<file path="config.mk">
export PLATFORM = sky130hd
export DESIGN_NAME = irq_enable_regs
export DESIGN_NICKNAME = d
export VERILOG_FILES = /design/src/hw/irq_en_reg.v /design/src/hw/irq_gate.v /design/src/hw/irq_enable_regs.v
export VERILOG_INCLUDE_DIRS = /design/src /design/src/hw
export SDC_FILE = /design/constraint.sdc
export NUM_CORES = 1
export LEC_CHECK = 0
export BUFFER_PORTS_ARGS = -buffer_cell sky130_fd_sc_hd__buf_4
export CAP_MARGIN = 20
export CORE_MARGIN = 4
export CORE_UTILIZATION = 49
export DETAILED_ROUTE_END_ITERATION = 12
export PLACE_DENSITY = 0.91
export SLEW_MARGIN = 30
export SYNTH_ARGS = -nofsm -noshare
export SYNTH_HDL_FRONTEND = slang
export SYNTH_HIERARCHICAL = 1
export SYNTH_SLANG_ARGS = --single-unit
</file>
<file path="constraint.sdc">
create_clock -name clk -period 1.9 [get_ports clk]
set_input_delay 0.38 -clock clk [delete_from_list [all_inputs] [get_ports clk]]
set_output_delay 0.38 -clock clk [all_outputs]
set_load 0.02 [all_outputs]
</file>
<file path="src/hw/irq_enable_defines.vh">
// register offsets, field positions, masks and reset values of the enable block
`ifndef IRQ_ENABLE_DEFINES_VH
`define IRQ_ENABLE_DEFINES_VH

// byte addresses on the register bus
`define IRQ_EN_GROUP1_ADDR 4'h0
`define IRQ_EN_GROUP2_ADDR 4'h4
`define IRQ_EN_STATUS_ADDR 4'h8
`define IRQ_EN_CONFIG_ADDR 4'hc

// reset values
`define IRQ_EN_GROUP1_RST 16'h0000
`define IRQ_EN_GROUP2_RST 16'h0000
`define IRQ_EN_CONFIG_RST 1'b0

// writable masks, unimplemented positions are zero
`define IRQ_EN_GROUP1_MASK 16'hffdf
`define IRQ_EN_GROUP2_MASK 16'h601f

// group 1 field positions
`define UART_B_TX_IRQ_EN 15
`define UART_B_RX_IRQ_EN 14
`define EXT_PIN_B_IRQ_EN 13
`define TIMER_E_IRQ_EN 12
`define TIMER_D_IRQ_EN 11
`define COMPARE_D_IRQ_EN 10
`define COMPARE_C_IRQ_EN 9
`define DMA_CH_C_DONE_IRQ_EN 8
`define CAPTURE_H_IRQ_EN 7
`define CAPTURE_G_IRQ_EN 6
`define EXT_PIN_A_IRQ_EN 4
`define PIN_CHANGE_IRQ_EN 3
`define COMPARATOR_IRQ_EN 2
`define I2C_MASTER_EVT_IRQ_EN 1
`define I2C_SLAVE_EVT_IRQ_EN 0

// group 2 field positions
`define DMA_CH_E_DONE_IRQ_EN 14
`define PARALLEL_PORT_IRQ_EN 13
`define DMA_CH_D_DONE_IRQ_EN 4
`define CAN_EVENT_IRQ_EN 3
`define CAN_RX_READY_IRQ_EN 2
`define SPI_B_EVENT_IRQ_EN 1
`define SPI_B_ERROR_IRQ_EN 0

// axi response codes
`define AXI_RESP_OKAY 2'b00
`define AXI_RESP_SLVERR 2'b10

`endif

</file>
<file path="src/hw/irq_en_reg.v">
// one 16-bit enable register with a fixed writable mask and byte strobes
`timescale 1ns/1ps
`default_nettype none

module irq_en_reg #(
  parameter [15:0] MASK = 16'hffff,
  parameter [15:0] RST = 16'h0000
) (
  input wire clk,
  input wire rst,
  input wire wr_en,
  input wire [1:0] wr_strb,
  input wire [15:0] wr_data,
  output wire [15:0] value
);

  reg [15:0] en_q;
  wire [15:0] strb_bits;
  wire [15:0] en_d;

  // merge by lane, then strip positions that do not exist
  assign strb_bits = {{8{wr_strb[1]}}, {8{wr_strb[0]}}};
  assign en_d = ((wr_data & strb_bits) | (en_q & ~strb_bits)) & MASK;

  // unimplemented bits never store, so they always read zero
  always @(posedge clk or posedge rst) begin
    if (rst) begin
      en_q <= RST & MASK;
    end else if (wr_en) begin
      en_q <= en_d;
    end
  end

  assign value = en_q;

endmodule // irq_en_reg

`default_nettype wire

</file>
<file path="src/hw/irq_gate.v">
// gates pending request flags by their enables, bit for bit
`timescale 1ns/1ps
`default_nettype none

module irq_gate (
  input wire clk,
  input wire rst,
  input wire [15:0] flags,
  input wire [15:0] enables,
  output reg [15:0] req_q
);

  // registered so the arbitration sees a clean, glitch-free level;
  // costs one cycle of request latency
  always @(posedge clk or posedge rst) begin
    if (rst) begin
      req_q <= 16'h0000;
    end else begin
      req_q <= flags & enables;
    end
  end

endmodule // irq_gate

`default_nettype wire

</file>
<file path="src/hw/irq_enable_regs.v">
// two interrupt enable registers with an axi4-lite slave and request gating
//
// How it works
// - an enable bit of one passes its source's request, zero blocks it
// - group one upper byte: uart b tx/rx, pin b, timers e/d, compares, dma c
// - group one lower byte: captures h/g, spare bit 5, pin a, change, i2c
// - unimplemented bits read zero and ignore writes in both registers
// - group two bit 14 enables dma e done, bit 13 the parallel port
// - group two bit 1 enables spi b event, bit 0 spi b error
// - without the can controller both can requests stay blocked always
//
// The implementer's own choices: the register offsets and the AXI4-Lite slave port.
`timescale 1ns/1ps
`default_nettype none
`include "irq_enable_defines.vh"

module irq_enable_regs (
  input wire clk,
  input wire rst,
  // axi4-lite slave
  input wire [3:0] s_axi_awaddr,
  input wire s_axi_awvalid,
  output wire s_axi_awready,
  input wire [31:0] s_axi_wdata,
  input wire [3:0] s_axi_wstrb,
  input wire s_axi_wvalid,
  output wire s_axi_wready,
  output reg [1:0] s_axi_bresp,
  output reg s_axi_bvalid,
  input wire s_axi_bready,
  input wire [3:0] s_axi_araddr,
  input wire s_axi_arvalid,
  output wire s_axi_arready,
  output reg [31:0] s_axi_rdata,
  output reg [1:0] s_axi_rresp,
  output reg s_axi_rvalid,
  input wire s_axi_rready,
  // strap: the can controller is fitted
  input wire can_present,
  // pending flags from the sources, same bit layout as the enables
  input wire [15:0] irq_flags_group1,
  input wire [15:0] irq_flags_group2,
  // gated requests toward priority arbitration
  output wire [15:0] irq_req_group1,
  output wire [15:0] irq_req_group2
);

  // bit order of each register is fixed by the field defines
  reg [3:0] aw_addr_q;
  reg aw_have_q;
  reg [31:0] w_data_q;
  reg [3:0] w_strb_q;
  reg w_have_q;
  reg can_sync1_q;
  reg can_sync2_q;
  reg can_present_q;
  reg strap_done_q;
  wire do_write;
  wire wr_g1;
  wire wr_g2;
  wire wr_known;
  wire [15:0] en_g1;
  wire [15:0] en_g2;
  wire [15:0] en_g2_eff;
  // one named wire per enable field, read from the stored registers
  wire uart_b_tx_irq_en;
  wire uart_b_rx_irq_en;
  wire ext_pin_b_irq_en;
  wire timer_e_irq_en;
  wire timer_d_irq_en;
  wire compare_d_irq_en;
  wire compare_c_irq_en;
  wire dma_ch_c_done_irq_en;
  wire capture_h_irq_en;
  wire capture_g_irq_en;
  wire ext_pin_a_irq_en;
  wire pin_change_irq_en;
  wire comparator_irq_en;
  wire i2c_master_evt_irq_en;
  wire i2c_slave_evt_irq_en;
  wire dma_ch_e_done_irq_en;
  wire parallel_port_irq_en;
  wire dma_ch_d_done_irq_en;
  wire can_event_irq_en;
  wire can_rx_ready_irq_en;
  wire spi_b_event_irq_en;
  wire spi_b_error_irq_en;
  wire [15:0] en_g1_eff;
  wire [15:0] status_word;
  reg [31:0] rd_word;
  reg rd_ok;

  // decode one word-aligned address; shared by read and write paths
  function [2:0] decode;
    input [3:0] addr;
    begin
      case (addr)
        `IRQ_EN_GROUP1_ADDR: decode = 3'h1;
        `IRQ_EN_GROUP2_ADDR: decode = 3'h2;
        `IRQ_EN_STATUS_ADDR: decode = 3'h3;
        `IRQ_EN_CONFIG_ADDR: decode = 3'h4;
        default: decode = 3'h0;
      endcase
    end
  endfunction

  // address and data are taken independently, in either order
  assign s_axi_awready = ~aw_have_q & ~s_axi_bvalid;
  assign s_axi_wready = ~w_have_q & ~s_axi_bvalid;
  assign do_write = aw_have_q & w_have_q;
  assign wr_g1 = do_write & (decode(aw_addr_q) == 3'h1);
  assign wr_g2 = do_write & (decode(aw_addr_q) == 3'h2);
  assign wr_known = decode(aw_addr_q) != 3'h0;

  // write channel capture; the write clears both holding slots in the cycle bvalid is raised
  always @(posedge clk or posedge rst) begin
    if (rst) begin
      aw_addr_q <= 4'h0;
      aw_have_q <= 1'b0;
      w_data_q <= 32'h0000_0000;
      w_strb_q <= 4'h0;
      w_have_q <= 1'b0;
      s_axi_bvalid <= 1'b0;
      s_axi_bresp <= `AXI_RESP_OKAY;
    end else begin
      if (s_axi_awvalid && s_axi_awready) begin
        aw_addr_q <= s_axi_awaddr;
        aw_have_q <= 1'b1;
      end
      if (s_axi_wvalid && s_axi_wready) begin
        w_data_q <= s_axi_wdata;
        w_strb_q <= s_axi_wstrb;
        w_have_q <= 1'b1;
      end
      if (do_write) begin
        aw_have_q <= 1'b0;
        w_have_q <= 1'b0;
        s_axi_bvalid <= 1'b1;
        s_axi_bresp <= wr_known ? `AXI_RESP_OKAY : `AXI_RESP_SLVERR;
      end else if (s_axi_bvalid && s_axi_bready) begin
        s_axi_bvalid <= 1'b0;
      end
    end
  end

  // group 1: bit 5 is the only hole
  irq_en_reg #(
    .MASK(`IRQ_EN_GROUP1_MASK),
    .RST(`IRQ_EN_GROUP1_RST)
  ) u_group1 (
    .clk(clk),
    .rst(rst),
    .wr_en(wr_g1),
    .wr_strb(w_strb_q[1:0]),
    .wr_data(w_data_q[15:0]),
    .value(en_g1)
  );

  // group 2: bit 15 and bits 12..5 are holes
  irq_en_reg #(
    .MASK(`IRQ_EN_GROUP2_MASK),
    .RST(`IRQ_EN_GROUP2_RST)
  ) u_group2 (
    .clk(clk),
    .rst(rst),
    .wr_en(wr_g2),
    .wr_strb(w_strb_q[1:0]),
    .wr_data(w_data_q[15:0]),
    .value(en_g2)
  );

  // strap passes three flops; held off for the first cycle after release
  // so a half-settled strap never reaches the gating
  always @(posedge clk or posedge rst) begin
    if (rst) begin
      can_sync1_q <= 1'b0;
      can_sync2_q <= 1'b0;
      can_present_q <= `IRQ_EN_CONFIG_RST;
      strap_done_q <= 1'b0;
    end else begin
      can_sync1_q <= can_present;
      can_sync2_q <= can_sync1_q;
      strap_done_q <= 1'b1;
      if (!strap_done_q) begin
        can_present_q <= 1'b0;
      end else begin
        can_present_q <= can_sync2_q;
      end
    end
  end

  // field view of group 1; positions come from the field defines
  assign uart_b_tx_irq_en = en_g1[`UART_B_TX_IRQ_EN];
  assign uart_b_rx_irq_en = en_g1[`UART_B_RX_IRQ_EN];
  assign ext_pin_b_irq_en = en_g1[`EXT_PIN_B_IRQ_EN];
  assign timer_e_irq_en = en_g1[`TIMER_E_IRQ_EN];
  assign timer_d_irq_en = en_g1[`TIMER_D_IRQ_EN];
  assign compare_d_irq_en = en_g1[`COMPARE_D_IRQ_EN];
  assign compare_c_irq_en = en_g1[`COMPARE_C_IRQ_EN];
  assign dma_ch_c_done_irq_en = en_g1[`DMA_CH_C_DONE_IRQ_EN];
  assign capture_h_irq_en = en_g1[`CAPTURE_H_IRQ_EN];
  assign capture_g_irq_en = en_g1[`CAPTURE_G_IRQ_EN];
  assign ext_pin_a_irq_en = en_g1[`EXT_PIN_A_IRQ_EN];
  assign pin_change_irq_en = en_g1[`PIN_CHANGE_IRQ_EN];
  assign comparator_irq_en = en_g1[`COMPARATOR_IRQ_EN];
  assign i2c_master_evt_irq_en = en_g1[`I2C_MASTER_EVT_IRQ_EN];
  assign i2c_slave_evt_irq_en = en_g1[`I2C_SLAVE_EVT_IRQ_EN];

  // field view of group 2
  assign dma_ch_e_done_irq_en = en_g2[`DMA_CH_E_DONE_IRQ_EN];
  assign parallel_port_irq_en = en_g2[`PARALLEL_PORT_IRQ_EN];
  assign dma_ch_d_done_irq_en = en_g2[`DMA_CH_D_DONE_IRQ_EN];
  assign can_event_irq_en = en_g2[`CAN_EVENT_IRQ_EN];
  assign can_rx_ready_irq_en = en_g2[`CAN_RX_READY_IRQ_EN];
  assign spi_b_event_irq_en = en_g2[`SPI_B_EVENT_IRQ_EN];
  assign spi_b_error_irq_en = en_g2[`SPI_B_ERROR_IRQ_EN];

  // group 1 gating word rebuilt field by field; bit 5 is a hole
  assign en_g1_eff = {
    uart_b_tx_irq_en,
    uart_b_rx_irq_en,
    ext_pin_b_irq_en,
    timer_e_irq_en,
    timer_d_irq_en,
    compare_d_irq_en,
    compare_c_irq_en,
    dma_ch_c_done_irq_en,
    capture_h_irq_en,
    capture_g_irq_en,
    1'b0,
    ext_pin_a_irq_en,
    pin_change_irq_en,
    comparator_irq_en,
    i2c_master_evt_irq_en,
    i2c_slave_evt_irq_en
  };

  // group 2; without the controller the two can enables are forced off,
  // while the stored bits still read back as written
  assign en_g2_eff = {
    1'b0,
    dma_ch_e_done_irq_en,
    parallel_port_irq_en,
    8'h00,
    dma_ch_d_done_irq_en,
    can_event_irq_en & can_present_q,
    can_rx_ready_irq_en & can_present_q,
    spi_b_event_irq_en,
    spi_b_error_irq_en
  };

  // software still reads back what it wrote; only gating is forced
  irq_gate u_gate1 (
    .clk(clk),
    .rst(rst),
    .flags(irq_flags_group1),
    .enables(en_g1_eff),
    .req_q(irq_req_group1)
  );

  irq_gate u_gate2 (
    .clk(clk),
    .rst(rst),
    .flags(irq_flags_group2),
    .enables(en_g2_eff),
    .req_q(irq_req_group2)
  );

  // status shows what is really being forwarded right now
  assign status_word = irq_req_group1 | irq_req_group2;

  // read mux; unmapped addresses return zero with an error
  always @* begin
    rd_word = 32'h0000_0000;
    rd_ok = 1'b1;
    case (decode(s_axi_araddr))
      3'h1: rd_word = {16'h0000, en_g1};
      3'h2: rd_word = {16'h0000, en_g2};
      3'h3: rd_word = {16'h0000, status_word};
      3'h4: rd_word = {31'h0000_0000, can_present_q};
      default: rd_ok = 1'b0;
    endcase
  end

  assign s_axi_arready = ~s_axi_rvalid;

  // read data registered, held until the master takes it
  always @(posedge clk or posedge rst) begin
    if (rst) begin
      s_axi_rvalid <= 1'b0;
      s_axi_rdata <= 32'h0000_0000;
      s_axi_rresp <= `AXI_RESP_OKAY;
    end else if (s_axi_arvalid && s_axi_arready) begin
      s_axi_rvalid <= 1'b1;
      s_axi_rdata <= rd_word;
      s_axi_rresp <= rd_ok ? `AXI_RESP_OKAY : `AXI_RESP_SLVERR;
    end else if (s_axi_rvalid && s_axi_rready) begin
      s_axi_rvalid <= 1'b0;
    end
  end

endmodule // irq_enable_regs

`default_nettype wire

</file>
# Word level (Yosys, flattened, before mapping)
# Index checks and enable logic that the tools add are counted.
[totals]
ff_bits = 120
elab_cells = 78
output_inout_bits = 73
[classes]
eq_ne = 12
n_bitwise = 20
n_reduce_logical = 13
muxes = 15
[op_table]
columns = ["op", "n"]
rows = [
  ["$pmux 16 s4", 1],
  ["$and 16x16->16", 3],
  ["$or 16x16->16", 2],
  ["$pmux 3 s4", 2],
  ["$and 16x15->16", 1],
  ["$eq 4x4->1 const B", 4],
  ["$not 16->16", 1],
  ["$and 15x15->15", 1],
  ["$or 15x15->15", 1],
  ["$mux 1", 10],
  ["$eq 3x2->1 const B", 3],
  ["$eq 4x3->1 const B", 2],
  ["$logic_not 4->1", 2],
  ["$reduce_bool 2->1", 4],
  ["$and 1x1->1", 7],
  ["$eq 3x1->1 const B", 2],
  ["$logic_and 1x1->1", 5],
  ["$mux 2", 2],
  ["$not 1->1", 4],
  ["$reduce_or 4->1", 1],
  ["$eq 3x3->1 const B", 1],
  ["$reduce_bool 3->1", 1],
]

# Depth between registers and ports, before layout
# Gate-level depths: netlist (run 1).
[logic_depth]
ltp_word = 6
ltp_mapped = 6

# Hierarchy
# The synthesis (run 1) kept the hierarchy.
[by_module_without_submodules]
columns = ["module", "cells_per_inst", "seq_area_each_um2", "n_inst", "area_per_inst_um2"]
rows = [
  ["irq_enable_regs", 199, 1201.2, 1, 2290.9],
  ["irq_gate", 33, 400.4, 2, 504.2],
  ["irq_en_reg at u_group1", 35, 375.4, 1, 571.8],
  ["irq_en_reg at u_group2", 27, 175.2, 1, 339.1],
]

# Worst setup path after synthesis (run 1)
# OpenSTA, ideal clock, no wires.
[synth_path]
path_kind = "register -> register"
from = "register s_axi_bvalid"
to = "register w_data_q[0]"
path_stages_with_launch = 6
arrival_ns = 1.734
required_ns = 1.775
slack_ns = 0.042
setup_ns = 0.125
synth_period_minus_slack_ns = 1.858
cell_sequence = "dfrtp_1 nor2_1 and2_1 buf_2 buf_2 mux2_2"
[synth_between]
elab_chain_len = 3
[synth_lines]
columns = ["item", "line_no", "text"]
rows = [
  ["start: declaration", "irq_enable_regs.v:29", "output reg s_axi_bvalid,"],
  ["start signal: assignment", "irq_enable_regs.v:123", "s_axi_bvalid <= 1'b0;"],
  ["start signal: assignment", "irq_enable_regs.v:138", "s_axi_bvalid <= 1'b1;"],
  ["start signal: assignment", "irq_enable_regs.v:141", "s_axi_bvalid <= 1'b0;"],
  ["$not 1->1", "irq_enable_regs.v:109", "assign s_axi_wready = ~w_have_q & ~s_axi_bvalid;"],
  ["$and 1x1->1", "irq_enable_regs.v:109", ""],
  ["net s_axi_wready", "irq_enable_regs.v:27", "output wire s_axi_wready,"],
  ["$logic_and 1x1->1", "irq_enable_regs.v:130", "if (s_axi_wvalid && s_axi_wready) begin"],
  ["end signal: assignment", "irq_enable_regs.v:131", "w_data_q <= s_axi_wdata;"],
  ["end: declaration", "irq_enable_regs.v:51", "reg [31:0] w_data_q;"],
]
# The timed path passes the listed nets, and every way through them passes these cells.
# A chain may end at the register's enable or synchronous reset.

==> impl_metrics.yaml, run 1 <==
drt:
  antenna_left: 0
  drcViolationCount: 0
  drt-total-wl_mm: 9.99
  vias: 2937
  drtIter0Drc: 137
  vias_per_cell: 5.16
  wl_per_cell_um: 17.6
  drt_pass1_iterations: 4
placed_design:
  gp_congestion: 0.785
  place_hpwl_mm: 7.82
  io_buffers: 119
  place_area_um2: 5130
final_layout:
  regArea_um2: 2530
  multi_input_area_um2: 1460
  drive_gt1_share_pct: 40.7
  area_growth_pct: 27.0
  fin_util_pct: 64.2
  final_cell_area_um2: 5300
  num-fill-cells: 633
  num_antenna_cells: 0
  finalNetCount: 545
clock_tree:
  cts_buffer_depth: 2
  path_clk_slew_ns: 0.08
  clk_latency_ns: 0.36
  h-tree-depth: 3
  cts_sinks: 101
  cts_root_buffer: "clkbuf_8"
  cts_made_buffers: 9
  cts_tree: "yes"
  postCtsSetupBuffers: 0
  cts_resized: 0
sta:
  period_share_pct: 92.8
  fin_crit_ns: 1.76
  finalSetupViolCount: 0
  finClkSkew_ns: 0.0123
  hold_violations: 0
  slew_viol_final: 0
  worst_pin_slew_ns: 0.725
  fin_tns_setup_ns: 0
  fmax_mhz: 567
  max-slew-margin-rel_pct: 51.6
  rsz0062_at_grt: "false"
outcome:
  status: "finished, final reports clean"
global_route:
  grt_use_total_pct: 20.6
  grt-ovfl-total: 0
  antenna_found_initial: 0
  grt_pass1_vias: 3097
  grt_max_degree: 30
  grt_pass1_wl_mm: 15.9
critical_path:
  crit_family: "simple AND/OR/NAND/NOR gates"
  r2r_cells: 5
  worstPathRequired_ns: 2.14
  critPathKind: "flop to flop"
  startpoint_type: "flop"
  cp-end-kind: "flop"
  path_cells: "nand2_1 -> or4_1 -> nor2_1 -> nand2_2 -> mux2_2"
  r2r-start: "w_have_q$_DFFE_PP0P_"
  reg2reg_slack_ns: 0.14
  cpPeakStageDelay_ns: 0.44
  worst_path_max_delay_cell: "or4_1"
  arrival_ns: 2.00
  crit_buf_inv: 0
  path_max_fanout: 8
die:
  dieArea_um2: 10100
  die_y_um: 100
  die_w_um: 100
  std_cell_rows: 33
  num_io_pins: 157
  core_um2: 8260
  initial_utilization_pct: 50.5
flow_run:
  drv.max_cap_violation_count: 0
worst_hold_path:
  holdPathEnd: "can_sync1_q$_DFF_PP0_"
  min_from: "can_present"
  hold_depth: 1
  hp-class: "primary input to flop"
synthesis:
  synth_cells: 325
  syn_area_per_cell_um2: 12.8
  netlist_area_um2: 4170
  yosys_warnings: 6
pwr:
  leakagePower_nw: 2.67
  vdd_drop_max_uv: 948
  pwr_density_cell_nw_per_um2: 1150
-- metal layers --
layer | vias up | global-route usage, % | wire length, um
li1 | 1333 | - | -
met1 | 1450 | 25.1 | 3700
met2 | 130 | 34.8 | 5170
met3 | 24 | 5.84 | 870
met4 | 0 | 7.56 | 248
met5 | - | 0 | 0
-- how the worst max path moves through the flow --
stage | startpoint | to | depth (start not counted)
floorplan | s_axi_bvalid$_DFFE_PP0P_ | w_data_q[0]$_DFFE_PP0P_ | 5
global placement | w_have_q$_DFFE_PP0P_ | flop | 5
detailed placement | w_have_q$_DFFE_PP0P_ | flop | 5
CTS | w_have_q$_DFFE_PP0P_ | flop | 5
global route | w_have_q$_DFFE_PP0P_ | flop | 5
finish | w_have_q$_DFFE_PP0P_ | flop | 5
-- what timing repair did --
item	CTS	global route
endpoints found under the setup margin	0	0
hold buffers	1	0
endpoints found under the hold margin	7	0
-- worst reg2reg max path, cell delays in order, from the launching register on --
cell     delay, ns
dfrtp_1       0.41
nand2_1       0.12
or4_1         0.44
nor2_1        0.19
nand2_2       0.18
mux2_2        0.32
-- cells in the final DEF (no fill, tap or decap), types with 7 or more instances in the layout --
cell	count
a2bb2oi_1	13
mux2_2	43
o21ai_0	9
clkbuf_8	10
conb_1	39
dfrtp_1	101
buf_4	126
inv_1	9
and2_1	37
nor2_1	21
a32oi_1	14
o21ai_1	7
-- power by group --
part	internal (mW)	switching (mW)
combinational	0.880	0.764
clock	0.501	0.685
sequential	2.76	0.484
total	4.14	1.93
-- area by class of cell --
cell class                      instances  share of cell area [%]
Clock buffer                           11                    2.67
Clock inverter                          3                   0.448
Inverter                               10                   0.708
Multi-Input combinational cell        211                    27.6
Sequential cell                       101                    47.7
Tap cell                              105                    2.48
Timing Repair Buffer                  128                    18.4
-- through the flow --
| stage | setup slack, ns | power (mW) | cells | hold WS (ns) |
|---|---|---|---|---|
| final | 0.137 | 6.07 | 569 | 0.131 |
| after global routing | 0.000115 | 6.41 | 569 | 0.113 |
| after CTS | 0.118 | 6.12 | 569 | 0.120 |
| after detailed placement | 0.150 | 4.93 | 554 | 0.336 |
| after global placement | 0.199 | 4.81 | 554 | 0.332 |
| after floorplan | 0.0554 | 4.23 | 360 | 0.183 |
Note: power is estimated with default switching activity, not from simulation.
==> inputs of run 2 (changes only) <==
- ABC_AREA: not set -> 1
- CORE_UTILIZATION: 49 -> 50
==> impl_metrics.yaml, run 2 <==
critical_path:
  cp-end-kind: "output port"
  crit_buf_inv: 1
  crit_family: "flip-flops"
  worst_path_max_delay_cell: "dfrtp_1"
  cpPeakStageDelay_ns: 0.46
  startpoint_type: "flop"
  path_cells: "nor2_4 -> buf_4"
  path_max_fanout: 5
  critPathKind: "flop to output port"
  worstPathRequired_ns: 1.52
  arrival_ns: 1.14
sta:
  fin_crit_ns: 1.52
  period_share_pct: 79.8
  fin_tns_setup_ns: 0
  max-slew-margin-rel_pct: 53.2
  finalSetupViolCount: 0
  hold_violations: 0
  fmax_mhz: 659
  slew_viol_final: 0
  rsz0062_at_grt: "false"
  finClkSkew_ns: 0.0105
  worst_pin_slew_ns: 0.702
placed_design:
  place_hpwl_mm: 7.99
  gp_congestion: 0.815
  io_buffers: 119
  place_inst: 686
clock_tree:
  cts_hold_buffers: 1
  clk_latency_ns: 0.35
  cts_sinks: 101
  cts_resized: 0
  h-tree-depth: 3
  cts_tree: "yes"
  cts_made_buffers: 9
  path_clk_slew_ns: 0.09
  postCtsSetupBuffers: 0
  cts_root_buffer: "clkbuf_8"
  cts_buffer_depth: 2
drt:
  antenna_left: 0
  drt_pass1_iterations: 5
  drtIter0Drc: 186
  drcViolationCount: 0
  drt-total-wl_mm: 10.3
  vias: 3430
  vias_per_cell: 4.89
  wl_per_cell_um: 14.7
global_route:
  antenna_found_initial: 0
  grt_pass1_vias: 3372
  use_met1_pct: 27.1
  grt_util_met3_pct: 4.94
  grt_most_used_layer: "met2"
  grt-ovfl-total: 0
  grt_pass1_wl_mm: 16.4
  grtUsageMet2_pct: 32.2
  grt_use_total_pct: 20.0
  grt_max_degree: 49
synthesis:
  syn_area_per_cell_um2: 9.77
  synth_cells: 462
  netlist_area_um2: 4510
  yosys_warnings: 6
die:
  core_um2: 8760
  die_w_um: 103
  num_io_pins: 157
  std_cell_rows: 34
  die_y_um: 103
  dieArea_um2: 10600
  initial_utilization_pct: 51.5
pwr:
  sw_frac_of_total_pct: 34.1
  p_seq_share_pct: 54.5
  vdd_drop_max_uv: 858
  power_frac_clock_pct: 19.9
  p_int_mw: 3.86
  p_sw_mw: 2.00
  pwr_density_cell_nw_per_um2: 1050
  leakagePower_nw: 3.25
  p_comb_share_pct: 25.7
final_layout:
  finalNetCount: 674
  area_growth_pct: 23.5
  num_antenna_cells: 0
  drive_gt1_share_pct: 30.8
  final_common_cell: "nand2_1"
  final_cell_mix: "nand2_1 (135), buf_4 (123), dfrtp_1 (101), nand3_1 (62), inv_1 (45)"
  fin_cells: 702
worst_hold_path:
  hp-class: "primary input to flop"
outcome:
  status: "finished, final reports clean"
flow_run:
  drv.max_cap_violation_count: 0
run 2: final timing paths:
path / from / end / slack, ns / cells after the start
min in group asynchronous: rst / asynchronous set/reset pin / 0.52 / 3
setup / recovery: w_have_q$_DFFE_PP0P_ / s_axi_wready / 0.38 / 2
max in group asynchronous: rst / u_gate1/req_q[7]$_DFF_PP0_ / 0.74 / 3
setup reg to reg: aw_addr_q[1]$_DFFE_PP0P_ / flop / 0.41 / 7
hold reg to reg: can_sync1_q$_DFF_PP0_ / can_sync2_q$_DFF_PP0_ / 0.36 / 0
hold / removal: can_present / can_sync1_q$_DFF_PP0_ / 0.13 / 1
run 2: layer usage:
layer | vias up | share of wire [%]
li1 | 1656 | -
met1 | 1619 | 41
met2 | 147 | 50
met3 | 8 | 8.2
met4 | 0 | 0.94
met5 | - | 0
run 2: power by group through the flow:
stage / Combinational, mW / Sequential [mW] / Clock (mW)
after floorplan: 1.03 / 3.17 / 0
after global placement: 1.45 / 3.20 / 0
after detailed placement: 1.51 / 3.23 / 0
after CTS: 1.52 / 3.19 / 1.19
after global routing: 1.66 / 3.27 / 1.31
final: 1.51 / 3.19 / 1.16
run 2: metrics by stage:
step / util, % / cell area (um^2) / worst slack [ns] / power [mW] / hold WS [ns]
after floorplan: - / 4640 / 0.404 / 4.20 / 0.183
after global placement: 61.7 / 5400 / 0.473 / 4.64 / 0.335
after detailed placement: 61.7 / 5400 / 0.458 / 4.75 / 0.335
after CTS: 63.6 / 5570 / 0.365 / 5.91 / 0.119
after global routing: 63.6 / 5570 / 0.233 / 6.24 / 0.110
final: 63.6 / 5570 / 0.384 / 5.86 / 0.130
run 2: layout make-up:
type                       instances  area, um^2
timing repair buffer             126         973
multi-input combinational        304        1600
sequential                       101        2530
clock inverter                     4        26.3
fill                             708        3190
inverter                          48         180
clock buffer                      11         131
tap                              108         135
